<file path="src/ctb_pkg.sv">
// shared constants and types of the transmit buffer bank
package ctb_pkg;

    localparam int NBUF = 3;
    localparam int NDATA = 8;
    localparam int AW = 12;

    // buffer n sits at byte n*0x40, word index within a buffer below
    localparam logic [3:0] W_CTRL = 4'h0;
    localparam logic [3:0] W_SIDH = 4'h1;
    localparam logic [3:0] W_SIDL = 4'h2;
    localparam logic [3:0] W_EIDH = 4'h3;
    localparam logic [3:0] W_EIDL = 4'h4;
    localparam logic [3:0] W_DLC = 4'h5;
    localparam logic [3:0] W_DATA0 = 4'h8;
    // global block in slot 3 (byte 0x0c0)
    localparam logic [1:0] GLOB_SLOT = 2'h3;
    localparam logic [3:0] W_TEC = 4'h0;
    localparam logic [3:0] W_CFG = 4'h1;
    localparam logic [3:0] W_STAT = 4'h2;

    localparam int B_IRQ = 7;
    localparam int B_ABT = 6;
    localparam int B_LARB = 5;
    localparam int B_ERR = 4;
    localparam int B_REQ = 3;
    localparam int B_EXT = 3;
    localparam int B_RTR = 6;
    localparam int B_ENH = 0;
    localparam int B_BOFF = 0;
    localparam logic [7:0] SIDL_MASK = 8'heb;
    localparam logic [7:0] DLC_MASK = 8'h4f;

    localparam logic [7:0] TEC_STEP_DEF = 8'h08;
    localparam logic [7:0] REC_CLEAR_CNT = 8'h80;

    typedef enum logic [2:0] {
        ST_IDLE = 3'b001,
        ST_OFFER = 3'b010,
        ST_BUSY = 3'b100
    } ctb_st_t;

    typedef struct packed {
        logic [28:0] id;
        logic ext;
        logic rtr;
        logic [3:0] dlc;
        logic [NDATA-1:0][7:0] data;
    } ctb_frame_t;

    typedef struct packed {
        logic irq;
        logic abt;
        logic larb;
        logic err;
        logic req;
        logic abt_pend;
        logic [1:0] pri;
        logic [7:0] sidh;
        logic [7:0] sidl;
        logic [7:0] eidh;
        logic [7:0] eidl;
        logic [7:0] dlc;
        logic [NDATA-1:0][7:0] data;
    } ctb_buf_t;

    typedef struct packed {
        ctb_buf_t [NBUF-1:0] bufs;
        ctb_st_t st;
        logic [1:0] cur;
        logic [7:0] tec;
        logic bus_off;
        logic [7:0] rec_cnt;
        logic enh;
        logic pready;
        logic pslverr;
        logic [31:0] prdata;
        logic tx_valid;
        logic tx_abort;
        ctb_frame_t frame;
    } ctb_state_t;

endpackage : ctb_pkg

</file>
<file path="src/ctb_tx_bank.sv">
// three can transmit buffers with apb registers and error counter
//
// How it works
// setting send request starts transmit and clears aborted, lost, error bits
// send request clears itself after a successful frame
// buffer registers ignore writes while send request is set
// clearing a set send request aborts the pending frame
// aborted bit set on abort, clear otherwise
// lost arbitration bit set when the frame loses arbitration
// bus error bit set when an error hits the frame
// done flag set after success in enhanced mode, reads zero in legacy
// two bit priority, 00 lowest, 11 highest, read and write
// priority only orders buffers, never alters the identifier
// three buffers, each with eight payload bytes
// identifier high byte gives std bits 10..3 or ext bits 28..21
// low byte bits 7..5 give std 2..0 or ext 20..18, bits 1..0 ext 17..16
// extended select picks 29 bit frame, else ext bits 17..0 ignored
// two ext bytes carry ext bits 15..0, unused for standard frames
// remote select bit drives the frame remote request bit
// length codes 0..8 give payload length, 9..15 reserved
// read only 8 bit error counter, overflow enters bus off
// 128 runs of 11 recessive bits clear the error counter
// unimplemented control, id low and length bits read zero
// software requests only in normal or loopback mode; this design has no modes and accepts requests at any time
// equal priority goes to the highest buffer number
// control, status and counter reset to zero
//
// The APB register port and the register offsets are this design's own decisions.
`timescale 1ns/100ps
`default_nettype none

module ctb_tx_bank
    import ctb_pkg::*;
#(
    parameter logic [7:0] TEC_STEP = TEC_STEP_DEF,
    parameter logic [7:0] REC_OCC = REC_CLEAR_CNT
) (
    input wire logic i_clk,
    input wire logic i_rst,
    input wire logic i_psel,
    input wire logic i_penable,
    input wire logic i_pwrite,
    input wire logic [AW-1:0] i_paddr,
    input wire logic [31:0] i_pwdata,
    input wire logic [3:0] i_pstrb,
    output logic o_pready,
    output logic [31:0] o_prdata,
    output logic o_pslverr,
    output logic o_tx_valid,
    output ctb_frame_t o_tx_frame,
    output logic [1:0] o_tx_buf,
    output logic o_tx_abort,
    input wire logic i_tx_start,
    input wire logic i_tx_ok,
    input wire logic i_tx_arb_lost,
    input wire logic i_tx_bus_err,
    input wire logic i_tec_inc,
    input wire logic i_tec_dec,
    input wire logic i_rec11,
    output logic o_bus_off,
    output logic [7:0] o_tec
);

    ctb_state_t q;
    ctb_state_t d;
    logic [1:0] bsel;
    logic [3:0] widx;
    logic glob;
    logic hit;
    logic setup;
    logic acc;
    logic wr;
    logic [7:0] rd;
    logic [7:0] wb;
    logic [2:0] pick;
    logic [8:0] tsum;
    ctb_buf_t b;

    // identifier built from id bytes only
    function automatic ctb_frame_t mk_frame(input ctb_buf_t x);
        ctb_frame_t f;
        f.ext = x.sidl[B_EXT];
        f.rtr = x.dlc[B_RTR];
        f.dlc = x.dlc[3:0];
        f.data = x.data;
        if (x.sidl[B_EXT]) begin
            f.id = {x.sidh, x.sidl[7:5], x.sidl[1:0], x.eidh, x.eidl};
        end else begin
            f.id = {18'h00000, x.sidh, x.sidl[7:5]};
        end
        return f;
    endfunction : mk_frame

    // best priority, ties to higher number
    function automatic logic [2:0] sel_buf(input ctb_buf_t [NBUF-1:0] v);
        logic found;
        logic [1:0] idx;
        logic [1:0] best;
        found = 1'b0;
        idx = 2'h0;
        best = 2'h0;
        for (int n = 0; n < NBUF; n++) begin
            if (v[n].req && !v[n].abt_pend && (!found || v[n].pri >= best)) begin
                found = 1'b1;
                idx = n[1:0];
                best = v[n].pri;
            end
        end
        return {found, idx};
    endfunction : sel_buf

    always_comb begin
        d = q;
        bsel = i_paddr[7:6];
        widx = i_paddr[5:2];
        glob = (bsel == GLOB_SLOT);
        hit = 1'b0;
        rd = 8'h00;
        wb = i_pwdata[7:0];
        b = q.bufs[0];
        setup = i_psel && !i_penable;
        acc = i_psel && i_penable && q.pready;
        tsum = 9'h000;
        if (!glob) begin
            b = q.bufs[bsel];
            hit = 1'b1;
            case (widx)
                // done flag gated by mode, bit 2 zero
                W_CTRL: rd = {b.irq & q.enh, b.abt, b.larb, b.err, b.req, 1'b0, b.pri};
                W_SIDH: rd = b.sidh;
                // unimplemented bits read zero
                W_SIDL: rd = b.sidl & SIDL_MASK;
                W_EIDH: rd = b.eidh;
                W_EIDL: rd = b.eidl;
                W_DLC: rd = b.dlc & DLC_MASK;
                default: begin
                    // eight payload bytes
                    if (widx[3]) begin
                        rd = b.data[widx[2:0]];
                    end else begin
                        hit = 1'b0;
                    end
                end
            endcase
        end else begin
            hit = 1'b1;
            case (widx)
                // counter read only
                W_TEC: rd = q.tec;
                W_CFG: rd = {7'h00, q.enh};
                W_STAT: rd = {7'h00, q.bus_off};
                default: hit = 1'b0;
            endcase
        end
        hit = hit && (i_paddr[AW-1:8] == '0) && (i_paddr[1:0] == 2'h0);
        d.pready = setup;
        d.pslverr = setup && !hit;
        d.prdata = setup ? {24'h000000, rd} : 32'h00000000;
        wr = acc && i_pwrite && !q.pslverr && i_pstrb[0];

        if (wr && !glob) begin
            if (widx == W_CTRL) begin
                if (!wb[B_IRQ]) begin
                    d.bufs[bsel].irq = 1'b0;
                end
                if (!q.bufs[bsel].req) begin
                    // priority writable while idle
                    d.bufs[bsel].pri = wb[1:0];
                    if (wb[B_REQ]) begin
                        // request clears status bits
                        d.bufs[bsel].req = 1'b1;
                        d.bufs[bsel].abt = 1'b0;
                        d.bufs[bsel].larb = 1'b0;
                        d.bufs[bsel].err = 1'b0;
                    end
                end else if (!wb[B_REQ]) begin
                    // abort now, or after the frame in flight
                    if (q.st != ST_IDLE && q.cur == bsel) begin
                        d.bufs[bsel].abt_pend = 1'b1;
                    end else begin
                        d.bufs[bsel].req = 1'b0;
                        d.bufs[bsel].abt = 1'b1;
                    end
                end
            end else if (!q.bufs[bsel].req) begin
                // locked while request set
                case (widx)
                    W_SIDH: d.bufs[bsel].sidh = wb;
                    W_SIDL: d.bufs[bsel].sidl = wb & SIDL_MASK;
                    W_EIDH: d.bufs[bsel].eidh = wb;
                    W_EIDL: d.bufs[bsel].eidl = wb;
                    // code stored as written
                    W_DLC: d.bufs[bsel].dlc = wb & DLC_MASK;
                    default: d.bufs[bsel].data[widx[2:0]] = wb;
                endcase
            end
        end
        if (wr && glob && widx == W_CFG) begin
            d.enh = wb[B_ENH];
        end

        pick = sel_buf(d.bufs);
        unique case (q.st)
            ST_IDLE: begin
                if (pick[2] && !q.bus_off) begin
                    d.cur = pick[1:0];
                    d.st = ST_OFFER;
                end
            end
            ST_OFFER: begin
                if (i_tx_start) begin
                    d.st = ST_BUSY;
                end else if (d.bufs[q.cur].abt_pend) begin
                    // abort before start
                    d.bufs[q.cur].abt_pend = 1'b0;
                    d.bufs[q.cur].req = 1'b0;
                    d.bufs[q.cur].abt = 1'b1;
                    d.st = ST_IDLE;
                end else if (q.bus_off) begin
                    d.st = ST_IDLE;
                end
            end
            ST_BUSY: begin
                if (i_tx_ok) begin
                    // success clears request
                    d.bufs[q.cur].req = 1'b0;
                    d.bufs[q.cur].abt_pend = 1'b0;
                    // done flag, set wins over clear
                    if (q.enh) begin
                        d.bufs[q.cur].irq = 1'b1;
                    end
                    d.st = ST_IDLE;
                end else if (i_tx_arb_lost || i_tx_bus_err) begin
                    // lost arbitration
                    if (i_tx_arb_lost) begin
                        d.bufs[q.cur].larb = 1'b1;
                    end
                    // bus error
                    if (i_tx_bus_err) begin
                        d.bufs[q.cur].err = 1'b1;
                    end
                    // abort after failed attempt
                    if (d.bufs[q.cur].abt_pend) begin
                        d.bufs[q.cur].abt_pend = 1'b0;
                        d.bufs[q.cur].req = 1'b0;
                        d.bufs[q.cur].abt = 1'b1;
                    end
                    d.st = ST_IDLE;
                end
            end
        endcase

        // counter overflow enters bus off
        if (i_tec_inc) begin
            tsum = {1'b0, q.tec} + {1'b0, TEC_STEP};
            if (tsum[8]) begin
                d.tec = 8'hff;
                d.bus_off = 1'b1;
            end else begin
                d.tec = tsum[7:0];
            end
        end else if (i_tec_dec && q.tec != 8'h00 && !q.bus_off) begin
            d.tec = q.tec - 8'h01;
        end
        // recessive runs clear the counter
        if (q.bus_off && i_rec11) begin
            if (q.rec_cnt == REC_OCC - 8'h01) begin
                d.rec_cnt = 8'h00;
                d.tec = 8'h00;
                d.bus_off = 1'b0;
            end else begin
                d.rec_cnt = q.rec_cnt + 8'h01;
            end
        end

        d.tx_valid = (d.st == ST_OFFER);
        d.tx_abort = (d.st == ST_BUSY) && d.bufs[d.cur].abt_pend;
        d.frame = mk_frame(d.bufs[d.cur]);

        // control and counter cleared
        if (i_rst) begin
            d = '0;
            d.st = ST_IDLE;
        end
    end

    always_ff @(posedge i_clk) begin
        q <= d;
    end

    assign o_pready = q.pready;
    assign o_prdata = q.prdata;
    assign o_pslverr = q.pslverr;
    assign o_tx_valid = q.tx_valid;
    assign o_tx_frame = q.frame;
    assign o_tx_buf = q.cur;
    assign o_tx_abort = q.tx_abort;
    assign o_bus_off = q.bus_off;
    assign o_tec = q.tec;
endmodule : ctb_tx_bank
`default_nettype wire

</file>
<file path="config.mk">
export PLATFORM = sky130hd
export DESIGN_NAME = ctb_tx_bank
export DESIGN_NICKNAME = d
export VERILOG_FILES = /design/src/ctb_pkg.sv /design/src/ctb_tx_bank.sv
export SDC_FILE = /design/constraint.sdc
export NUM_CORES = 1
export LEC_CHECK = 0
export ABC_AREA = 1
export BUFFER_PORTS_ARGS = -buffer_cell sky130_fd_sc_hd__buf_2
export CORE_ASPECT_RATIO = 0.5
export CORE_MARGIN = 1
export CORE_UTILIZATION = 27
export DETAILED_ROUTE_END_ITERATION = 6
export GPL_TIMING_DRIVEN = 1
export SLEW_MARGIN = 25
export SYNTH_ARGS = -nofsm -noshare
export SYNTH_HDL_FRONTEND = slang
export SYNTH_SLANG_ARGS = --single-unit
</file>
<file path="constraint.sdc">
create_clock -name i_clk -period 3.7 [get_ports i_clk]
set_input_delay 0 -clock i_clk [delete_from_list [all_inputs] [get_ports i_clk]]
set_output_delay 0 -clock i_clk [all_outputs]
set_load 0.01 [all_outputs]
</file>
==> flow_summary.json, run 1 <==
{
  "status": "finished, violations left",
  "violations": "negative setup slack",
  "grt_max_degree": 95,
  "syn_inst": 3373,
  "hold_ws_ns": 0.0448,
  "grt-busiest-layer": "met2",
  "pre_cts_ws_ns": -0.640,
  "final_cell_area_sq_um": 29400,
  "fin_crit_ns": 4.05,
  "async_flop_share": 0,
  "firstDrtPassIters": 6,
  "instances_no_fill": 4728,
  "crit_buf_inv": 23,
  "antenna_left": 0,
  "rr_worst_depth": 31,
  "synthTopCellsByArea": "dfxtp_1 39%, nand2_1 9.9%, nor2_1 8.6%",
  "grtUsageTotal": 0.206,
  "synth_common_cells": "610 x nand2_1, 528 x nor2_1, 455 x dfxtp_1",
  "wl_um": 94200,
  "place_hpwl_um": 62600,
  "fin_ws_ns": -0.355,
  "regToRegSetupSlack_ns": -0.35,
  "portBuffers": 154,
  "via_count": 24200,
  "yosysSeqAreaShare": 0.395,
  "avgSynthCellArea_sq_um": 6.84,
  "grt-ovfl-total": 0,
  "end_kind": "flip-flop",
  "cp_max_fo": 4,
  "clkTransAtPathRegs_ns": 0.06,
  "finalPower_mw": 10.9,
  "yosysMostFrequentCell": "nand2_1",
  "worst_pin_slew_ns": 1.03,
  "grtUsageMet3": 0.0424,
  "fin_crit_sh": 1.10,
  "cts_tree": "done",
  "finalMaxSlewViolations": 0,
  "fill_cells": 8789,
  "grt_pass1_vias": 22900,
  "die_h_um": 209,
  "p_per_area_nw_per_um2": 371,
  "vias_per_cell": 5.13,
  "ir_worst_vdd_mv": 0.334,
  "clockRootBuffer": "clkbuf_16",
  "ys_types": 53,
  "crit_slowest_cell": "dfxtp_2",
  "slowest_delay_ns": 0.33,
  "boundaryPins": 206,
  "crit_path_frequent_cell": "buf_4",
  "drt_iter0_drc": 3026,
  "antenna_found_initial": 2,
  "drive_gt1_frac": 0.215,
  "setup_violations": 101,
  "gp_congestion": 0.979,
  "cts_buffers": 48,
  "worstSetupPathType": "reg -> reg",
  "ys_warn_count": 0,
  "drc": 0,
  "leakage_nw": 11.9,
  "fmaxAchievable_ghz": 0.247,
  "worst_setup_path_start_kind": "flip-flop",
  "hp-class": "in -> reg",
  "synth_top_cell_by_area": "dfxtp_1",
  "cp_top_family": "buffers and inverters",
  "skew_ns": 0.0273,
  "use_met1": 0.266,
  "yosys_register_bits": 455,
  "n_antenna_cell": 0,
  "syn_area_sq_um": 23100,
  "cts.path.max_buffers": 3,
  "met2_usage": 0.322,
  "cts.sinks": 455,
  "required_ns": 4.23,
  "placed_cells": 4551,
  "fin_nets": 3644,
  "hold_path_depth": 4,
  "area_delta_synth_final_pct": 27.5,
  "synth.top_cell.area_share": 0.395,
  "cp_num_cells": 31,
  "htreeDepth": 2,
  "insertion_delay_ns": 0.63,
  "relSlewSlack": 0.313,
  "rsz0062_at_grt": "yes",
  "fp-row-count": 75,
  "finalHoldViolCount": 0,
  "avgRoutedWirePerCell_um": 19.9,
  "crit_arrival_ns": 4.59,
  "ys.flop_type": "dfxtp_1",
  "drv_cap": 0,
  "core_area_sq_um": 84200,
  "dpl-instance-area_sq_um": 25500,
  "synth_edf_count": 0,
  "grt_pass1_wl_um": 139000,
  "dieArea_sq_um": 86700,
  "die_w_um": 415,
  "start_util": 0.274
}
[final timing paths]
check,start,end
min reg2reg,q[266],q[266]
max reg2reg,o_pready,q[268]
min,i_pwdata[6],q[420]
max,o_pready,q[268]
[kinds of logic (layout without fill, tap and decap cells)]
kind of cell | Yosys count | after routing | share of synthesized area
AOI/OAI and AO/OA | 793 | 793 | 0.204
adders and majority gates | 9 | 9 | 0.00488
and+or+nand+nor | 1365 | 1366 | 0.241
muxes | 15 | 15 | 0.00651
buffers and inverters | 727 | 942 | 0.146
DFF | 455 | 455 | 0.395
other | 1 | 24 | 0.000163
xor gates and xnor gates | 8 | 8 | 0.00304
[final cells by class]
class / count / area, sq um / area share
well taps: 1116 / 1400 / 0.0475
clock inverters: 21 / 315 / 0.0107
flip-flops and latches: 455 / 9110 / 0.310
inverters: 375 / 1410 / 0.0479
repair buffers: 480 / 4030 / 0.137
multi-input cells: 2215 / 11800 / 0.400
clock buffers: 66 / 1390 / 0.0472
[layer usage]
| layer | routed length [um] | part of all wire |
|---|---|---|
| met5 | 0 | 0 |
| met4 | 5190 | 0.055 |
| met3 | 9010 | 0.096 |
| met2 | 41400 | 0.44 |
| met1 | 38700 | 0.41 |
[worst min-delay path, cell delays in order]
cell and delay, ns:
buf_2 0.12, buf_4 0.22, o21ai_0 0.18, a21oi_1 0.07
[per-stage QoR]
step | utilization | TNS, ns
final | 0.349 | -17.97
after global routing | 0.349 | -45.94
after CTS | 0.340 | -16.52
after detailed placement | 0.303 | -50.03
after global placement | 0.303 | -41.64
after floorplan | - | 0
[what timing repair did]
item                       in CTS  in global routing
setup buffers                  45                 18
hold buffers                   20                  0
setup endpoints to repair     102                103
resized for setup             168                151
pin swaps                      35                 40
gates cloned                    9                  4
hold endpoints to repair       92                  0
[placed cells by master (no fill, tap or decap), types with 54 or more instances in the layout]
cell / count
a21oi_1: 95
buf_2: 153
buf_4: 234
dfxtp_1: 453
inv_1: 357
nand2_1: 566
nand3_1: 105
nor2_1: 514
o211ai_1: 58
o21ai_0: 324
o22ai_1: 54
[power breakdown]
group / total, mW / switching [mW] / internal (mW)
sequential: 4.93 / 0.0222 / 4.91
clock: 5.30 / 2.18 / 3.12
combinational: 0.679 / 0.504 / 0.175
total: 10.9 / 2.71 / 8.20
[flip-flops by register name, indices dropped and copies added (netlist names)]
name	count
o_tx_abort	1
o_tx_valid	1
o_tx_frame	99
o_prdata	8
o_bus_off	1
o_tx_buf	2
o_tec	8
o_pready	1
q	333
o_pslverr	1
Note: power is estimated with default switching activity, not from simulation.
==> run 2, diff against run 1 <==
--- a/config.mk
+++ b/config.mk
@@ -5,7 +5,7 @@
 export SDC_FILE = /design/constraint.sdc
 export NUM_CORES = 1
 export LEC_CHECK = 0
-export ABC_AREA = 1
+export ABC_AREA = 0
 export BUFFER_PORTS_ARGS = -buffer_cell sky130_fd_sc_hd__buf_2
 export CORE_ASPECT_RATIO = 0.5
 export CORE_MARGIN = 1
==> flow_summary.json, run 2 <==
{
  "clockRootBuffer": "clkbuf_16",
  "fill_cells": 8526,
  "power_switching_mw": 2.64,
  "ys_warn_count": 0,
  "clockPowerShare": 0.462,
  "avgRoutedWirePerCell_um": 21.6,
  "hp-class": "in -> reg",
  "die_w_um": 416,
  "synth_common_cells": "504 x nand2_1, 455 x dfxtp_1, 359 x nor2_1",
  "final_cell_area_sq_um": 30200,
  "fin_crit_sh": 1.21,
  "final_cell_mix": "494 x nand2_1, 454 x dfxtp_1, 322 x nor2_1",
  "wl_um": 93100,
  "die_h_um": 209,
  "utilization": 0.358,
  "fin_ws_ns": -0.769,
  "final-seq-area_sq_um": 9110,
  "yosysMostFrequentCell": "nand2_1",
  "firstDrtPassIters": 7,
  "placed_cells": 4141,
  "grt_max_degree": 141,
  "hold_ws_ns": 0.0672,
  "seq_power_share": 0.471,
  "vias_per_cell": 5.43,
  "ys.flop_type": "dfxtp_1",
  "fp-row-count": 75,
  "cts_tree": "done",
  "drv_cap": 0,
  "instances_no_fill": 4313,
  "fmaxAchievable_ghz": 0.224,
  "fin_nets": 3235,
  "antenna_found_initial": 1,
  "top_register": "q",
  "area_delta_synth_final_pct": 30.5,
  "internal-power_mw": 7.85,
  "worstSetupPathType": "reg -> reg",
  "finalPower_mw": 10.5,
  "setup_violations": 101,
  "drt_iter0_drc": 2767,
  "end_kind": "flip-flop",
  "grt_pass1_wl_um": 137000,
  "core_area_sq_um": 84300,
  "htreeDepth": 2,
  "cp_max_fo": 7,
  "syn_inst": 2958,
  "fin_crit_ns": 4.47,
  "leakage_nw": 11.7,
  "avgSynthCellArea_sq_um": 7.81,
  "synth.top_cell.area_share": 0.394,
  "start_util": 0.274,
  "portBuffers": 154,
  "synthTopCellsByArea": "dfxtp_1 39%, nand2_1 8.2%, a21oi_1 7.5%",
  "rsz0062_at_grt": "yes",
  "via_count": 23400,
  "synth_top_cell_by_area": "dfxtp_1",
  "comb_power_share": 0.068,
  "violations": "negative setup slack",
  "finalHoldViolCount": 0,
  "status": "finished, violations left",
  "dieArea_sq_um": 86800,
  "place_hpwl_um": 60600,
  "antenna_left": 0,
  "clkTransAtPathRegs_ns": 0.06,
  "relSlewSlack": 0.253,
  "cts.sinks": 455,
  "n_antenna_cell": 0,
  "multi_input_area_sq_um": 13900,
  "grtUsageTotal": 0.202,
  "cts_buffers": 48,
  "drc": 0,
  "dpl-instance-area_sq_um": 25900,
  "grt-ovfl-total": 0,
  "finalMaxSlewViolations": 0,
  "gp_congestion": 0.915,
  "syn_area_sq_um": 23100,
  "boundaryPins": 206,
  "ir_worst_vdd_mv": 0.295,
  "drive_gt1_frac": 0.276,
  "ys_types": 77,
  "worst_setup_path_start_kind": "flip-flop",
  "grt_pass1_vias": 22500,
  "insertion_delay_ns": 0.61,
  "crit_arrival_ns": 4.96,
  "skew_ns": 0.0288,
  "yosys_register_bits": 455,
  "yosysSeqAreaShare": 0.394,
  "layout_commonest_cell": "nand2_1",
  "p_per_area_nw_per_um2": 348,
  "worst_pin_slew_ns": 1.12,
  "async_flop_share": 0,
  "p_sw_frac": 0.252,
  "required_ns": 4.20,
  "cts.path.max_buffers": 3,
  "largest_reg_flops": 333,
  "synth_edf_count": 0
}
run 2: path summary, 6_finish.rpt:
check | start | end | slack, ns | depth (start not counted)
worst max-delay path | o_pslverr | o_tx_frame[57] | -0.77 | 25
worst min-delay path | i_paddr[5] | o_prdata[5] | 0.07 | 6
worst max register to register | o_pslverr | o_tx_frame[57] | -0.77 | 25
worst min register to register | q[230] | q[230] | 0.47 | 2
run 2: repair_timing:
item / in CTS / in global routing
pin swaps: 43 / 86
resized for setup: 143 / 203
endpoints found under the setup margin: 101 / 101
endpoints found under the hold margin: 116 / 0
hold buffers: 19 / 0
cloned: 8 / 9
buffers inserted: 28 / 38
run 2: area by class of cell:
cell class,instances,share of cell area
inverter,16,0.00199
clock inverter,6,0.00315
clock buffer,75,0.0468
sequential,455,0.302
timing repair buffer,499,0.138
multi-input combinational,2146,0.462
tap,1116,0.0463
run 2: stage by stage:
step	TNS, ns	worst slack (ns)
2_1_floorplan	-40.63	-0.589
3_3_place_gp	-74.79	-0.952
3_5_place_dp	-76.23	-0.953
4_1_cts	-59.27	-0.680
5_1_grt	-77.10	-0.911
6_report	-62.04	-0.769
run 2: cell families (layout without fill, tap and decap cells):
logic type | after synthesis | count (layout) | share of synthesized area
buffers and inverters | 384 | 596 | 0.0894
other | 1 | 24 | 0.000162
AOI/OAI and AO/OA | 681 | 681 | 0.186
muxes | 206 | 206 | 0.0952
xor gates and xnor gates | 14 | 14 | 0.00531
and+or+nand+nor | 1208 | 1212 | 0.225
adders and majority gates | 9 | 9 | 0.00487
DFF | 455 | 455 | 0.394
run 2: routing by layer:
layer | GRT usage | vias up | share of wire | wire (um)
met5 | 0 | - | 0 | 0
met4 | 0.0917 | 0 | 0.042 | 3940
met3 | 0.0328 | 212 | 0.079 | 7390
met2 | 0.328 | 1078 | 0.47 | 43300
met1 | 0.261 | 11500 | 0.41 | 38500
li1 | - | 10600 | - | -
run 2: power groups by stage:
stage	Sequential, mW	Clock, mW	Combinational, mW
floorplan	5.03	0	0.415
global placement	5.04	0	0.653
detailed placement	5.04	0	0.657
CTS	4.94	4.90	0.678
global route	4.93	5.10	0.734
finish	4.94	4.85	0.710
run 2: worst max-delay path: stages (launching register included):
cell	delay (ns)
dfxtp_2	0.31
and4b_2	0.32
nand3_2	0.11
nor2_4	0.15
nand3_4	0.11
mux2i_2	0.22
nor2_1	0.08
ha_1	0.27
nand2b_4	0.15
a21oi_4	0.17
a21oi_4	0.09
nand2b_1	0.09
o31ai_2	0.06
ha_1	0.29
nand2b_4	0.15
a21oi_4	0.16
nor2_2	0.05
buf_4	0.16
a2111oi_4	0.28
buf_6	0.25
nor3_4	0.07
a21oi_4	0.26
buf_6	0.15
buf_6	0.08
nor2_2	0.03
o41ai_2	0.30
